<file path="src/verilog/cml_pkg.sv">
package cml_pkg;

  // ----------------------------------------------------------------
  // Signature locations and values
  // ----------------------------------------------------------------
  localparam logic [13:0] CML_SIG_ADDR_MAKER = 14'h0030;
  localparam logic [13:0] CML_SIG_ADDR_PART = 14'h0031;
  localparam logic [13:0] CML_SIG_ADDR_EXTRA = 14'h0060;
  // Arbitrary neutral identity values
  localparam logic [7:0] CML_SIG_MAKER_DEF = 8'hA5;
  localparam logic [7:0] CML_SIG_PART_DEF = 8'h5A;
  localparam logic [7:0] CML_SIG_EXTRA_DEF = 8'h3C;

  // ----------------------------------------------------------------
  // APB register map
  // ----------------------------------------------------------------
  localparam logic [11:0] CML_OFF_LOCK_STATUS = 12'h000;
  localparam logic [11:0] CML_OFF_VIOLATION = 12'h004;
  localparam logic [11:0] CML_OFF_SIG_MAKER = 12'h008;
  localparam logic [11:0] CML_OFF_SIG_PART = 12'h00C;
  localparam logic [11:0] CML_OFF_SIG_EXTRA = 12'h010;
  localparam logic [31:0] CML_RESET_WORD = 32'h0000_0000;
  // Capture timing, and the strict lock value held until capture
  localparam logic [1:0] CML_SETTLE_LAST = 2'h2;
  localparam logic [2:0] CML_LOCK_STRICT = 3'h7;

  // Violation bit positions
  localparam int CML_VIO_PROG = 0;
  localparam int CML_VIO_VERIFY = 1;
  localparam int CML_VIO_TABLE = 2;
  localparam int CML_VIO_EXEC = 3;
  localparam int CML_VIO_UNDEF = 4;
  localparam int CML_VIO_W = 5;

  // ----------------------------------------------------------------
  // Protection levels
  // ----------------------------------------------------------------
  typedef enum logic [3:0] {
    CML_LVL_OPEN = 4'b0001,
    CML_LVL_ONE = 4'b0010,
    CML_LVL_TWO = 4'b0100,
    CML_LVL_ALL = 4'b1000
  } cml_level_t;

  typedef struct packed {
    logic table_block;
    logic sel_latch;
    logic prog_block;
    logic verify_block;
    logic exec_block;
    logic undefined;
  } cml_restrict_t;

  typedef struct packed {
    logic [13:0] addr;
    logic [7:0] data;
  } cml_code_t;

endpackage

</file>
<file path="src/verilog/cml_lock_ctrl.sv">
// Function
// - Three signature bytes readable at fixed code addresses identify maker and part.
// - Verify read-out allowed only while lock bits two and three are unprogrammed.
// - Lock bit one blocks table reads from external code fetching internal bytes.
// - Lock bit one latches external access select at reset, ignoring later changes.
// - Lock bit one refuses any further programming of internal code memory.
// - Bits one and two add a block on verify read-out.
// - All three bits additionally forbid execution from external code memory.
// - Only four cumulative lock patterns defined; others treated as strictest.
// - Unlocked verify data still passes through the scrambling table if programmed.
//
// Decided for this implementation: the register addresses and the APB register port.
module cml_lock_ctrl
  import cml_pkg::*;
#(
  parameter logic [7:0] SIG_MAKER = CML_SIG_MAKER_DEF,
  parameter logic [7:0] SIG_PART = CML_SIG_PART_DEF,
  parameter logic [7:0] SIG_EXTRA = CML_SIG_EXTRA_DEF
)
(
  // Clock and reset
  input wire logic mclk,
  input wire logic reset_n,
  // Nonvolatile lock bits, stable levels
  input wire logic lock_bit_one,
  input wire logic lock_bit_two,
  input wire logic lock_bit_three,
  // External access select pin, high selects internal code
  input wire logic external_access_select,
  // Scrambling table
  input wire logic scramble_programmed,
  input wire logic [7:0] scramble_key,
  // Programmer verify port
  input wire logic verify_req,
  input wire logic [13:0] verify_addr,
  input wire logic [7:0] verify_array_data,
  output logic verify_valid,
  output logic verify_refused,
  output logic [7:0] verify_data,
  // Programmer write port
  input wire logic prog_req,
  output logic prog_grant,
  output logic prog_refused,
  // Core fetch and table read
  input wire logic code_table_read_instruction,
  input wire logic fetch_from_external,
  input wire logic [7:0] table_array_data,
  output logic [7:0] table_data,
  output logic table_refused,
  input wire logic ext_fetch_req,
  output logic ext_fetch_allow,
  output logic internal_code_select,
  // APB slave
  input wire logic psel,
  input wire logic penable,
  input wire logic pwrite,
  input wire logic [11:0] paddr,
  input wire logic [31:0] pwdata,
  output logic [31:0] prdata,
  output logic pready,
  output logic pslverr
);

  // ----------------------------------------------------------------
  // Pin synchronisers
  // ----------------------------------------------------------------
  logic [3:0] pins_raw;
  logic [3:0] pins_sync;
  assign pins_raw = {external_access_select, lock_bit_three, lock_bit_two, lock_bit_one};

  genvar gi;
  generate
    for (gi = 0; gi < 4; gi++)
    begin : g_sync
      cml_sync u_sync (
        .mclk(mclk),
        .reset_n(reset_n),
        .din(pins_raw[gi]),
        .dout(pins_sync[gi])
      );
    end
  endgenerate

  // ----------------------------------------------------------------
  // Lock capture after reset
  // ----------------------------------------------------------------
  // Capture waits for the synchroniser to fill; until then stay strict
  logic [1:0] settle_reg;
  logic captured_reg;
  logic [2:0] lock_reg;
  logic sel_latched_reg;
  wire capture_now = !captured_reg && (settle_reg == CML_SETTLE_LAST);

  always_ff @(posedge mclk or negedge reset_n)
  begin
    if (!reset_n)
    begin
      settle_reg <= 2'h0;
      captured_reg <= 1'b0;
      lock_reg <= CML_LOCK_STRICT;
      sel_latched_reg <= 1'b0;
    end
    else
    begin
      if (settle_reg != CML_SETTLE_LAST)
        settle_reg <= settle_reg + 2'h1;
      if (capture_now)
      begin
        captured_reg <= 1'b1;
        lock_reg <= pins_sync[2:0];
        sel_latched_reg <= pins_sync[3];
      end
    end
  end

  cml_level_t level;
  cml_restrict_t rst_c;
  cml_decode u_decode (
    .lock_bits(lock_reg),
    .level(level),
    .restrict_o(rst_c)
  );

  // Before capture every verify, programming, external table read and external fetch request is refused
  wire ready_ok = captured_reg;

  // ----------------------------------------------------------------
  // External access select
  // ----------------------------------------------------------------
  wire sel_live = pins_sync[3];
  wire sel_use = rst_c.sel_latch ? sel_latched_reg : sel_live;

  // ----------------------------------------------------------------
  // Verify and signature read
  // ----------------------------------------------------------------
  wire sig_hit_m = verify_addr == CML_SIG_ADDR_MAKER;
  wire sig_hit_p = verify_addr == CML_SIG_ADDR_PART;
  wire sig_hit_e = verify_addr == CML_SIG_ADDR_EXTRA;
  wire sig_hit = sig_hit_m || sig_hit_p || sig_hit_e;
  wire [7:0] sig_byte = sig_hit_m ? SIG_MAKER : (sig_hit_p ? SIG_PART : SIG_EXTRA);
  // Signature stays readable even when the array is locked
  wire verify_ok = ready_ok && (sig_hit || !rst_c.verify_block);
  wire [7:0] scr_byte = scramble_programmed ? (verify_array_data ^ scramble_key) :
                        verify_array_data;
  wire [7:0] verify_next = sig_hit ? sig_byte : scr_byte;

  // ----------------------------------------------------------------
  // Programming and core access
  // ----------------------------------------------------------------
  wire prog_ok = ready_ok && !rst_c.prog_block;
  wire table_block = code_table_read_instruction && fetch_from_external &&
                     (rst_c.table_block || !ready_ok);
  wire exec_ok = ready_ok && !rst_c.exec_block;

  logic [7:0] verify_data_reg;
  logic verify_valid_reg;
  logic verify_refused_reg;
  logic prog_grant_reg;
  logic prog_refused_reg;
  logic [7:0] table_data_reg;
  logic table_refused_reg;
  logic ext_allow_reg;
  logic int_sel_reg;
  logic [CML_VIO_W-1:0] vio_reg;

  // ----------------------------------------------------------------
  // Verify answer
  // ----------------------------------------------------------------
  // Refused reads return all ones so no array byte leaks out
  wire [7:0] verify_data_next = verify_ok ? verify_next : 8'hFF;

  always_ff @(posedge mclk or negedge reset_n)
  begin
    if (!reset_n)
    begin
      verify_valid_reg <= 1'b0;
      verify_refused_reg <= 1'b0;
    end
    else
    begin
      verify_valid_reg <= verify_req && verify_ok;
      verify_refused_reg <= verify_req && !verify_ok;
    end
  end

  // Data holds between requests
  always_ff @(posedge mclk or negedge reset_n)
  begin
    if (!reset_n)
      verify_data_reg <= 8'h00;
    else if (verify_req)
      verify_data_reg <= verify_data_next;
  end

  // ----------------------------------------------------------------
  // Programming answer
  // ----------------------------------------------------------------
  always_ff @(posedge mclk or negedge reset_n)
  begin
    if (!reset_n)
    begin
      prog_grant_reg <= 1'b0;
      prog_refused_reg <= 1'b0;
    end
    else
    begin
      prog_grant_reg <= prog_req && prog_ok;
      prog_refused_reg <= prog_req && !prog_ok;
    end
  end

  // ----------------------------------------------------------------
  // Table read answer
  // ----------------------------------------------------------------
  wire [7:0] table_data_next = table_block ? 8'hFF : table_array_data;

  always_ff @(posedge mclk or negedge reset_n)
  begin
    if (!reset_n)
    begin
      table_data_reg <= 8'h00;
      table_refused_reg <= 1'b0;
    end
    else
    begin
      table_data_reg <= table_data_next;
      table_refused_reg <= table_block;
    end
  end

  // ----------------------------------------------------------------
  // External fetch and code select
  // ----------------------------------------------------------------
  wire int_sel_next = sel_use && ready_ok;

  always_ff @(posedge mclk or negedge reset_n)
  begin
    if (!reset_n)
    begin
      ext_allow_reg <= 1'b0;
      int_sel_reg <= 1'b0;
    end
    else
    begin
      ext_allow_reg <= ext_fetch_req && exec_ok;
      int_sel_reg <= int_sel_next;
    end
  end

  assign verify_valid = verify_valid_reg;
  assign verify_refused = verify_refused_reg;
  assign verify_data = verify_data_reg;
  assign prog_grant = prog_grant_reg;
  assign prog_refused = prog_refused_reg;
  assign table_data = table_data_reg;
  assign table_refused = table_refused_reg;
  assign ext_fetch_allow = ext_allow_reg;
  assign internal_code_select = int_sel_reg;

  // ----------------------------------------------------------------
  // APB slave
  // ----------------------------------------------------------------
  wire apb_acc = psel && penable;
  wire hit_stat = paddr == CML_OFF_LOCK_STATUS;
  wire hit_vio = paddr == CML_OFF_VIOLATION;
  wire hit_sm = paddr == CML_OFF_SIG_MAKER;
  wire hit_sp = paddr == CML_OFF_SIG_PART;
  wire hit_se = paddr == CML_OFF_SIG_EXTRA;
  wire hit_any = hit_stat || hit_vio || hit_sm || hit_sp || hit_se;
  // Only the violation register takes writes, one to clear
  wire bad_acc = !hit_any || (pwrite && !hit_vio);
  wire vio_clr = apb_acc && pwrite && hit_vio;

  logic [CML_VIO_W-1:0] vio_evt;
  assign vio_evt[CML_VIO_PROG] = prog_req && !prog_ok;
  assign vio_evt[CML_VIO_VERIFY] = verify_req && !verify_ok;
  assign vio_evt[CML_VIO_TABLE] = table_block;
  assign vio_evt[CML_VIO_EXEC] = ext_fetch_req && !exec_ok;
  assign vio_evt[CML_VIO_UNDEF] = rst_c.undefined && captured_reg;

  // Event wins over a clear in the same cycle
  wire [CML_VIO_W-1:0] vio_next = (vio_reg & ~(vio_clr ? pwdata[CML_VIO_W-1:0] :
                                   {CML_VIO_W{1'b0}})) | vio_evt;

  always_ff @(posedge mclk or negedge reset_n)
  begin
    if (!reset_n)
      vio_reg <= {CML_VIO_W{1'b0}};
    else
      vio_reg <= vio_next;
  end

  wire [31:0] stat_word = {20'h00000, level, 1'b0, sel_latched_reg, captured_reg, 1'b0,
                           1'b0, lock_reg};
  wire [31:0] rd_mux = hit_stat ? stat_word :
                       hit_vio ? {27'h0000000, vio_reg} :
                       hit_sm ? {24'h000000, SIG_MAKER} :
                       hit_sp ? {24'h000000, SIG_PART} :
                       hit_se ? {24'h000000, SIG_EXTRA} : CML_RESET_WORD;

  logic [31:0] prdata_reg;
  always_ff @(posedge mclk or negedge reset_n)
  begin
    if (!reset_n)
      prdata_reg <= CML_RESET_WORD;
    else if (psel && !penable && !pwrite)
      prdata_reg <= rd_mux;
  end

  assign prdata = prdata_reg;
  assign pready = 1'b1;
  assign pslverr = apb_acc && bad_acc;

endmodule

</file>
<file path="src/verilog/cml_sync.sv">
module cml_sync
  import cml_pkg::*;
(
  // Clock and reset
  input wire logic mclk,
  input wire logic reset_n,
  // Level
  input wire logic din,
  output logic dout
);

  logic meta_reg;
  logic sync_reg;

  always_ff @(posedge mclk or negedge reset_n)
  begin
    if (!reset_n)
    begin
      meta_reg <= 1'b0;
      sync_reg <= 1'b0;
    end
    else
    begin
      meta_reg <= din;
      sync_reg <= meta_reg;
    end
  end

  assign dout = sync_reg;

endmodule

</file>
<file path="src/verilog/cml_decode.sv">
module cml_decode
  import cml_pkg::*;
(
  // Lock bits
  input wire logic [2:0] lock_bits,
  // Result
  output cml_level_t level,
  output cml_restrict_t restrict_o
);

  // Non-cumulative patterns fall to the strictest level, the safe side
  wire any_set = |lock_bits;
  wire pat_one = lock_bits == 3'b001;
  wire pat_two = lock_bits == 3'b011;
  wire pat_open = !any_set;
  wire pat_all = lock_bits == 3'b111;
  wire pat_undef = !(pat_open || pat_one || pat_two || pat_all);

  assign level = pat_open ? CML_LVL_OPEN :
                 pat_one ? CML_LVL_ONE :
                 pat_two ? CML_LVL_TWO : CML_LVL_ALL;

  assign restrict_o.table_block = any_set;
  assign restrict_o.sel_latch = any_set;
  assign restrict_o.prog_block = any_set;
  assign restrict_o.verify_block = pat_two || pat_all || pat_undef;
  assign restrict_o.exec_block = pat_all || pat_undef;
  assign restrict_o.undefined = pat_undef;

endmodule

</file>
<file path="config.mk">
export PLATFORM = sky130hd
export DESIGN_NAME = cml_lock_ctrl
export DESIGN_NICKNAME = d
export VERILOG_FILES = /design/src/verilog/cml_pkg.sv /design/src/verilog/cml_lock_ctrl.sv /design/src/verilog/cml_sync.sv /design/src/verilog/cml_decode.sv
export SDC_FILE = /design/constraint.sdc
export NUM_CORES = 1
export LEC_CHECK = 0
export BUFFER_PORTS_ARGS = -buffer_cell sky130_fd_sc_hd__buf_2
export CORE_MARGIN = 2
export CORE_UTILIZATION = 40
export CTS_CLUSTER_DIAMETER = 100
export CTS_CLUSTER_SIZE = 28
export DETAILED_ROUTE_END_ITERATION = 10
export MAX_ROUTING_LAYER = met4
export PLACE_DENSITY = 0.85
export SLEW_MARGIN = 20
export SYNTH_ARGS = -nofsm -noshare
export SYNTH_HDL_FRONTEND = slang
export SYNTH_SLANG_ARGS = --single-unit
</file>
<file path="constraint.sdc">
create_clock -name mclk -period 2.1 [get_ports mclk]
set_clock_uncertainty 0.2 [all_clocks]
set_input_delay 0.21 -clock mclk [delete_from_list [all_inputs] [get_ports mclk]]
set_output_delay 0.21 -clock mclk [all_outputs]
set_load 0.01 [all_outputs]
</file>
* Yosys cells after proc, flatten, opt, wreduce, memory -nomap -nowiden *
Index checks and enable logic that the tools add are counted.

cells by class
  bitwise gates (word level) = 4
  order comparisons = 0
  multiplexer cells = 16
  shift operators = 0
  reduce and logical (&&, ||, !) cells = 50
  equality and inequality tests = 12
  divide/modulo/power cells = 0
  $add $sub $neg = 1
  multipliers = 0

operators by type and width
  kind                   number
  $mux W8                7
  $eq A14 B6 Y1 const B  2
  $eq A12 B4 Y1 const B  2
  $logic_and A1 B1 Y1    21
  $logic_or A1 B1 Y1     15
  $eq A14 B7 Y1 const B  1
  $mux W7                2
  $eq A12 B3 Y1 const B  1
  $eq A12 B5 Y1 const B  1
  $logic_not A1 Y1       12
  $logic_not A12 Y1      1
  $mux W12               1
  $mux W4                3
  $xor A8 B8 Y8          1
  $mux W6                1
  $and A5 B5 Y5          1
  $mux W5                1
  $not A5 Y5             1
  $or A5 B5 Y5           1
  $eq A3 B1 Y1 const B   1
  $eq A3 B2 Y1 const B   1
  $eq A3 B3 Y1 const B   1
  $reduce_or A3 Y1       1
  $add A2 B1 Y2 const B  1
  other kinds (3)        3

word-level totals
  RAM bits = 0
  output and inout port bits = 57
  bits in read-only memories = 0
  bits of input ports = 97
  latch bits = 0
  memories = 0
  flip-flop bits (word level) = 75
  word-level logic and storage cells = 106

* Depth between registers and ports, before layout *
  depth after elaboration = 13
  depth in mapped cells = 6
  gate-level depth less buffers = 5

* Modules after synthesis *
From an unflattened synthesis, not the netlist that was laid out.

unflattened totals
  cell total of the unflattened synthesis = 265
  area, all modules = 2,658.8 µm²

modules (own cells, without submodules)
  module         cells each  seq. area each (µm²)  instances  area each (µm²)
  cml_lock_ctrl  242         1,179.9               1          2,363.5
  cml_sync       2           50.0                  4          50.0
  cml_decode     15          0.0                   1          95.1

* Worst setup path after synthesis *
OpenSTA, ideal clock, no wires.

  path kind = input -> register
  start = in verify_addr[1]
  end = reg verify_data_reg[6], in the netlist verify_data[6]
  setup slack = -0.034 ns
  buffers on the path = 1
  arrival = 1.808 ns
  cell stages on the path = 5
  library setup time = 0.126 ns
  data required time = 1.774 ns
  cells stage by stage = or4_1 -> buf_2 -> a2111o_1 -> a21o_1 -> o32a_1

on the way
  word-level cells in the longest chain between the ends = 6
  elaborated cells on any way between the ends = 11
  classes of those cells = eq/ne: 3; mux: 4; reduce/logical: 4

ends and longest elaborated chain
  what                                                   RTL line              text
  start: declaration                                     cml_lock_ctrl.sv:35   input wire logic [13:0] verify_addr,
  branches (longest 5 deep; another with $eq A14 B6 Y1)  -
  $mux W8 *                                              cml_lock_ctrl.sv:170  wire [7:0] verify_data_next = verify_ok ? verify_next : 8'hFF;
  end signal: assignment                                 cml_lock_ctrl.sv:192  verify_data_reg <= verify_data_next;
  end: declaration                                       cml_lock_ctrl.sv:155  logic [7:0] verify_data_reg;

Mark *: on every way between the ends.
A chain may end at the register's enable or synchronous reset.

* Final worst setup path *
  start = in paddr[7]
  end = out pslverr

on the way
  word-level cells in the longest chain between the ends = 8
  elaborated cells on any way between the ends = 14
  classes of those cells = eq/ne: 4; reduce/logical: 10

ends and longest elaborated chain
  what                                                RTL line                                    text
  start: declaration                                  cml_lock_ctrl.sv:57                         input wire logic [11:0] paddr,
  $eq A12 B3 Y1 or $logic_not A12 Y1 (tied branches)  cml_lock_ctrl.sv:265, cml_lock_ctrl.sv:264
  $logic_or A1 B1 Y1 (4 in series)                    cml_lock_ctrl.sv:269                        wire hit_any = hit_stat || hit_vio || hit_sm || hit_sp || hit_se;
  $logic_not A1 Y1                                    cml_lock_ctrl.sv:271                        wire bad_acc = !hit_any || (pwrite && !hit_vio);
  $logic_or A1 B1 Y1 *                                cml_lock_ctrl.sv:271
  $logic_and A1 B1 Y1 *                               cml_lock_ctrl.sv:312                        assign pslverr = apb_acc && bad_acc;
  end: declaration                                    cml_lock_ctrl.sv:61                         output logic pslverr

Every way passes the cells marked *; elsewhere a longest branch is shown, timed or not.

==> flow_results.org <==
** CTS
- The clock drives 55 sinks.
- The clock reaches the later pin of the worst-skew pair after 0.30 ns.
- In this run the number of H-tree levels came out at 2.
- Setup bufs post-CTS :: 0
- Gates resized during post-CTS repair numbered 0.
- Total clock buffers created by CTS :: 5
- CTS tree :: done
- The tree is rooted in a sky130_fd_sc_hd__clkbuf_8.
- Largest buffer count on any clock path :: 2
- Clock-pin slew was measured on the worst setup and hold paths at 0.10 ns.
- The number of hold buffers added after CTS was 20.

** Place
- Post-place setup slack :: -0.0768 ns
- The count of buffers added on input and output ports is 105.
- The congestion estimate from routability-driven global placement came to 0.824.
- Detailed placement finished with a half-perimeter wire length of 4.48 mm.

** Worst setup path
- STA puts the critical path data required time at 1.69 ns.
- In this run the worst path has a maximum fanout of 10.
- Endpoint of the most critical setup path :: pslverr
- Delay contributed by the slowest stage of the critical path :: 0.54 ns
- Number of cell instances on the worst register-to-register path :: 4
- By startpoint and endpoint, the worst setup path is classified as in2out.
- Data on the critical path arrives at its endpoint at 1.61 ns.
- The critical path starts at paddr[7].
- Traced cell by cell, the critical path runs through buf_2, or4_1, buf_4, nor4_4, buf_4, a21oi_1, buf_2.
- R2R Setup Slk :: 0.38 ns
- The worst setup path is captured at an output port.
- Worst r2r dst :: sel_latched_reg
- Startpoint class of the critical path :: primary input
- The worst register-to-register path begins at settle_reg[0].
- For this design, the slowest cell found on the critical path is sky130_fd_sc_hd__or4_1.

** Pwr
- IR analysis of the VDD net gives a maximum drop of 358 uV.
- Power, Total :: 2.04 mW
- Leakage power total :: 1.69 nW
- Of the total power, the share spent switching nets is 0.263.
- Switching pwr :: 534 uW
- Of the total power, combinational logic draws 0.153.
- In this run the power density over the cells is 579 mW/mm2.
- Clk pwr share :: 0.298
- The share of total power dissipated in sequential elements is 0.550.
- Internal :: 1.50 mW

** Synth
- Prevailing post-synth register cell :: sky130_fd_sc_hd__dfrtp_1
- Of the post-synthesis cell area, the dominant cell type holds 0.497.
- For this run, the number of Yosys warnings is 0.
- Synthesis inferred 55 register bits.
- Biggest area contributors in the synthesized netlist :: sky130_fd_sc_hd__dfrtp_1 50%, sky130_fd_sc_hd__buf_4 6.0%, sky130_fd_sc_hd__nand2_1 4.0%, sky130_fd_sc_hd__dfstp_2 3.0%, sky130_fd_sc_hd__nor2_1 2.9%
- Top cells by count, synth :: 52 x sky130_fd_sc_hd__dfrtp_1, 28 x sky130_fd_sc_hd__nand2_1, 21 x sky130_fd_sc_hd__buf_4
- Async SR Flop Fraction :: 1.00
- Synthesized instance count :: 254
- Each instance of the synthesized netlist takes up on average 10.3 um2.
- The biggest area contributor in the post-synthesis netlist is sky130_fd_sc_hd__dfrtp_1.
- Mapped cell area :: 0.00262 mm2
- In this run, synthesis inferred 0 flip-flops with an integrated enable.
- Synthesis instantiated 49 different standard cells from the library.
- sky130_fd_sc_hd__dfrtp_1 is the most common cell in the netlist.
- Portion of the post-synthesis area used by sequential elements :: 0.527

** GRT
- Total GRT Usage :: 0.164
- First-pass GRT wire length :: 9.36 mm
- The via count of the first global-routing pass is 2145.
- Overflow after GRT :: 0
- The number of antenna violations at the first check in global routing was 0.
- Entering global routing, the biggest net connects 27 pins.

** Layout
- Number of nets in the layout :: 487
- The repair_antennas step left the layout with diodes totalling 0.
- From synthesis to final layout, the design area changed by 34.2%.
- The register with the most flip-flops in the layout has 12 of them.
- Share of cells above drive strength 1 :: 0.395
- Count of fill cells added during filler insertion :: 548

** Route
- The routed layout has 2226 vias.
- In the routed layout, each cell is associated on average with a via count of 4.77.
- Summed over all layers, the routed wires come to 5.69 mm.
- Initial detailed-routing violation count :: 68
- For this run, the detailed router's first-pass iteration total came to 4.
- In the routed design, unresolved DRC markers number 0.
- Routed length per placed instance :: 12.2 um
- DRT antenna net count :: 0

** STA
- Peak clock frequency supported by timing :: 496 MHz
- Final critical delay including setup and external delays :: 2.02 ns
- Max-slew violation count :: 0
- Setup ws final :: 0.0844 ns
- The total count of hold-check failures in the final report was 0.
- In the finished design, the share of the clock period the worst path needs comes to 0.960.
- Setup repair after global routing left no endpoint under its margin.
- Setup violators final :: 0
- Worst hold margin :: 0.0154 ns

** Die
- Die width :: 84.9 um
- Core area :: 0.00635 mm2
- The die covers 0.00721 mm2.
- Measured along the y axis, the die boundary spans 84.9 um.
- Initial Util :: 0.412
- For this design the top-level I/O count stands at 154.
- The floorplan has 29 rows.

** Run status
- The flow ran to the end, and the final reports show no timing, DRC or antenna violations.

** Job
- Max-cap check violation count :: 0

** Worst hold path
- The min-delay analysis places its worst path in the category in2reg.
==> cell families (layout without fill, tap and decap cells) <==
group                      count (synthesis)  after routing  synth area share
AOI/OAI and AO/OA                         47             47             0.126
adders and majority gates                  1              1           0.00478
other                                      2             21           0.00287
DFF                                       55             55             0.527
buffers and inverters                     38            155            0.0918
xor gates and xnor gates                  10             10            0.0335
muxes                                      5              5            0.0206
and+or+nand+nor                           96             96             0.193
==> through the flow <==
step	cells	instance area (um2)	TNS (ns)	utilization
floorplan	273	2700	-0.00525	-
global placement	439	3220	-0.305	0.507
detailed placement	439	3220	-0.395	0.507
CTS	467	3510	0	0.553
global route	467	3510	0	0.553
finish	467	3510	0	0.553
==> worst min path at each step <==
stage                         startpoint             end  slack [ns]  cells past startpoint
floorplan                        reset_n    captured_reg       -0.29                      0
global placement                 reset_n      vio_reg[4]       -0.12                      1
detailed placement               reset_n      vio_reg[3]       -0.11                      1
CTS                 verify_array_data[2]  verify_data[2]       0.004                      4
global route        verify_array_data[2]  verify_data[2]        0.01                      4
finish                         pwdata[4]      vio_reg[4]        0.02                      3
==> layout by cell type (no fill, tap or decap), types with 3 or more instances in the layout <==
master	netlist	routed
sky130_fd_sc_hd__xnor2_1	5	5
sky130_fd_sc_hd__nor2_1	20	20
sky130_fd_sc_hd__buf_4	21	16
sky130_fd_sc_hd__clkbuf_8	0	5
sky130_fd_sc_hd__dfrtp_1	52	52
sky130_fd_sc_hd__nand2_1	28	28
sky130_fd_sc_hd__or3b_2	3	3
sky130_fd_sc_hd__a21o_1	4	4
sky130_fd_sc_hd__mux2_2	3	3
sky130_fd_sc_hd__dfstp_2	3	3
sky130_fd_sc_hd__buf_2	3	105
sky130_fd_sc_hd__xor2_1	5	5
sky130_fd_sc_hd__and2_1	3	3
sky130_fd_sc_hd__or2_2	10	10
sky130_fd_sc_hd__a21oi_1	9	9
sky130_fd_sc_hd__inv_1	6	6
sky130_fd_sc_hd__dlygate4sd3_1	0	20
sky130_fd_sc_hd__o21ai_0	12	12
sky130_fd_sc_hd__a22o_1	4	4
sky130_fd_sc_hd__conb_1	2	21
sky130_fd_sc_hd__nand3_1	9	9
sky130_fd_sc_hd__nor2b_1	4	4
sky130_fd_sc_hd__o32a_1	4	4
==> power groups by stage <==
stage                     clock (mW)  sequential (mW)  combinational [mW]
after global routing           0.672             1.12               0.346
final                          0.606             1.12               0.311
after global placement             0             1.14               0.277
after CTS                      0.638             1.12               0.314
after detailed placement           0             1.14               0.285
after floorplan                    0             1.15               0.149
==> final cells by class <==
type	instances	area [um2]	share of cell area
Tap cell	77	96.3	0.0274
Sequential cell	55	1380	0.393
Timing Repair Buffer	141	846	0.241
Inverter	6	22.5	0.00641
Clock inverter	3	27.5	0.00783
Multi-Input combinational cell	180	1070	0.305
Clock buffer	5	68.8	0.0196
==> worst max-delay path: cells and delay by family <==
family / cells / cell delay [ns]
AND/OR/NAND/NOR: 2 / 0.74
buffers and inverters: 4 / 0.59
AO/OA/AOI/OAI: 1 / 0.07
==> metal layers <==
| metal | vias up | track usage | wire length [um] | share of wire |
|---|---|---|---|---|
| met4 | 0 | 0.0303 | 15 | 0.0026 |
| li1 | 1099 | - | - | - |
| met3 | 2 | 0.0360 | 320 | 0.056 |
| met1 | 1048 | 0.187 | 2380 | 0.42 |
| met2 | 77 | 0.298 | 2970 | 0.52 |
| met5 | - | - | 0 | 0 |
(Power assumes the default switching activity.)
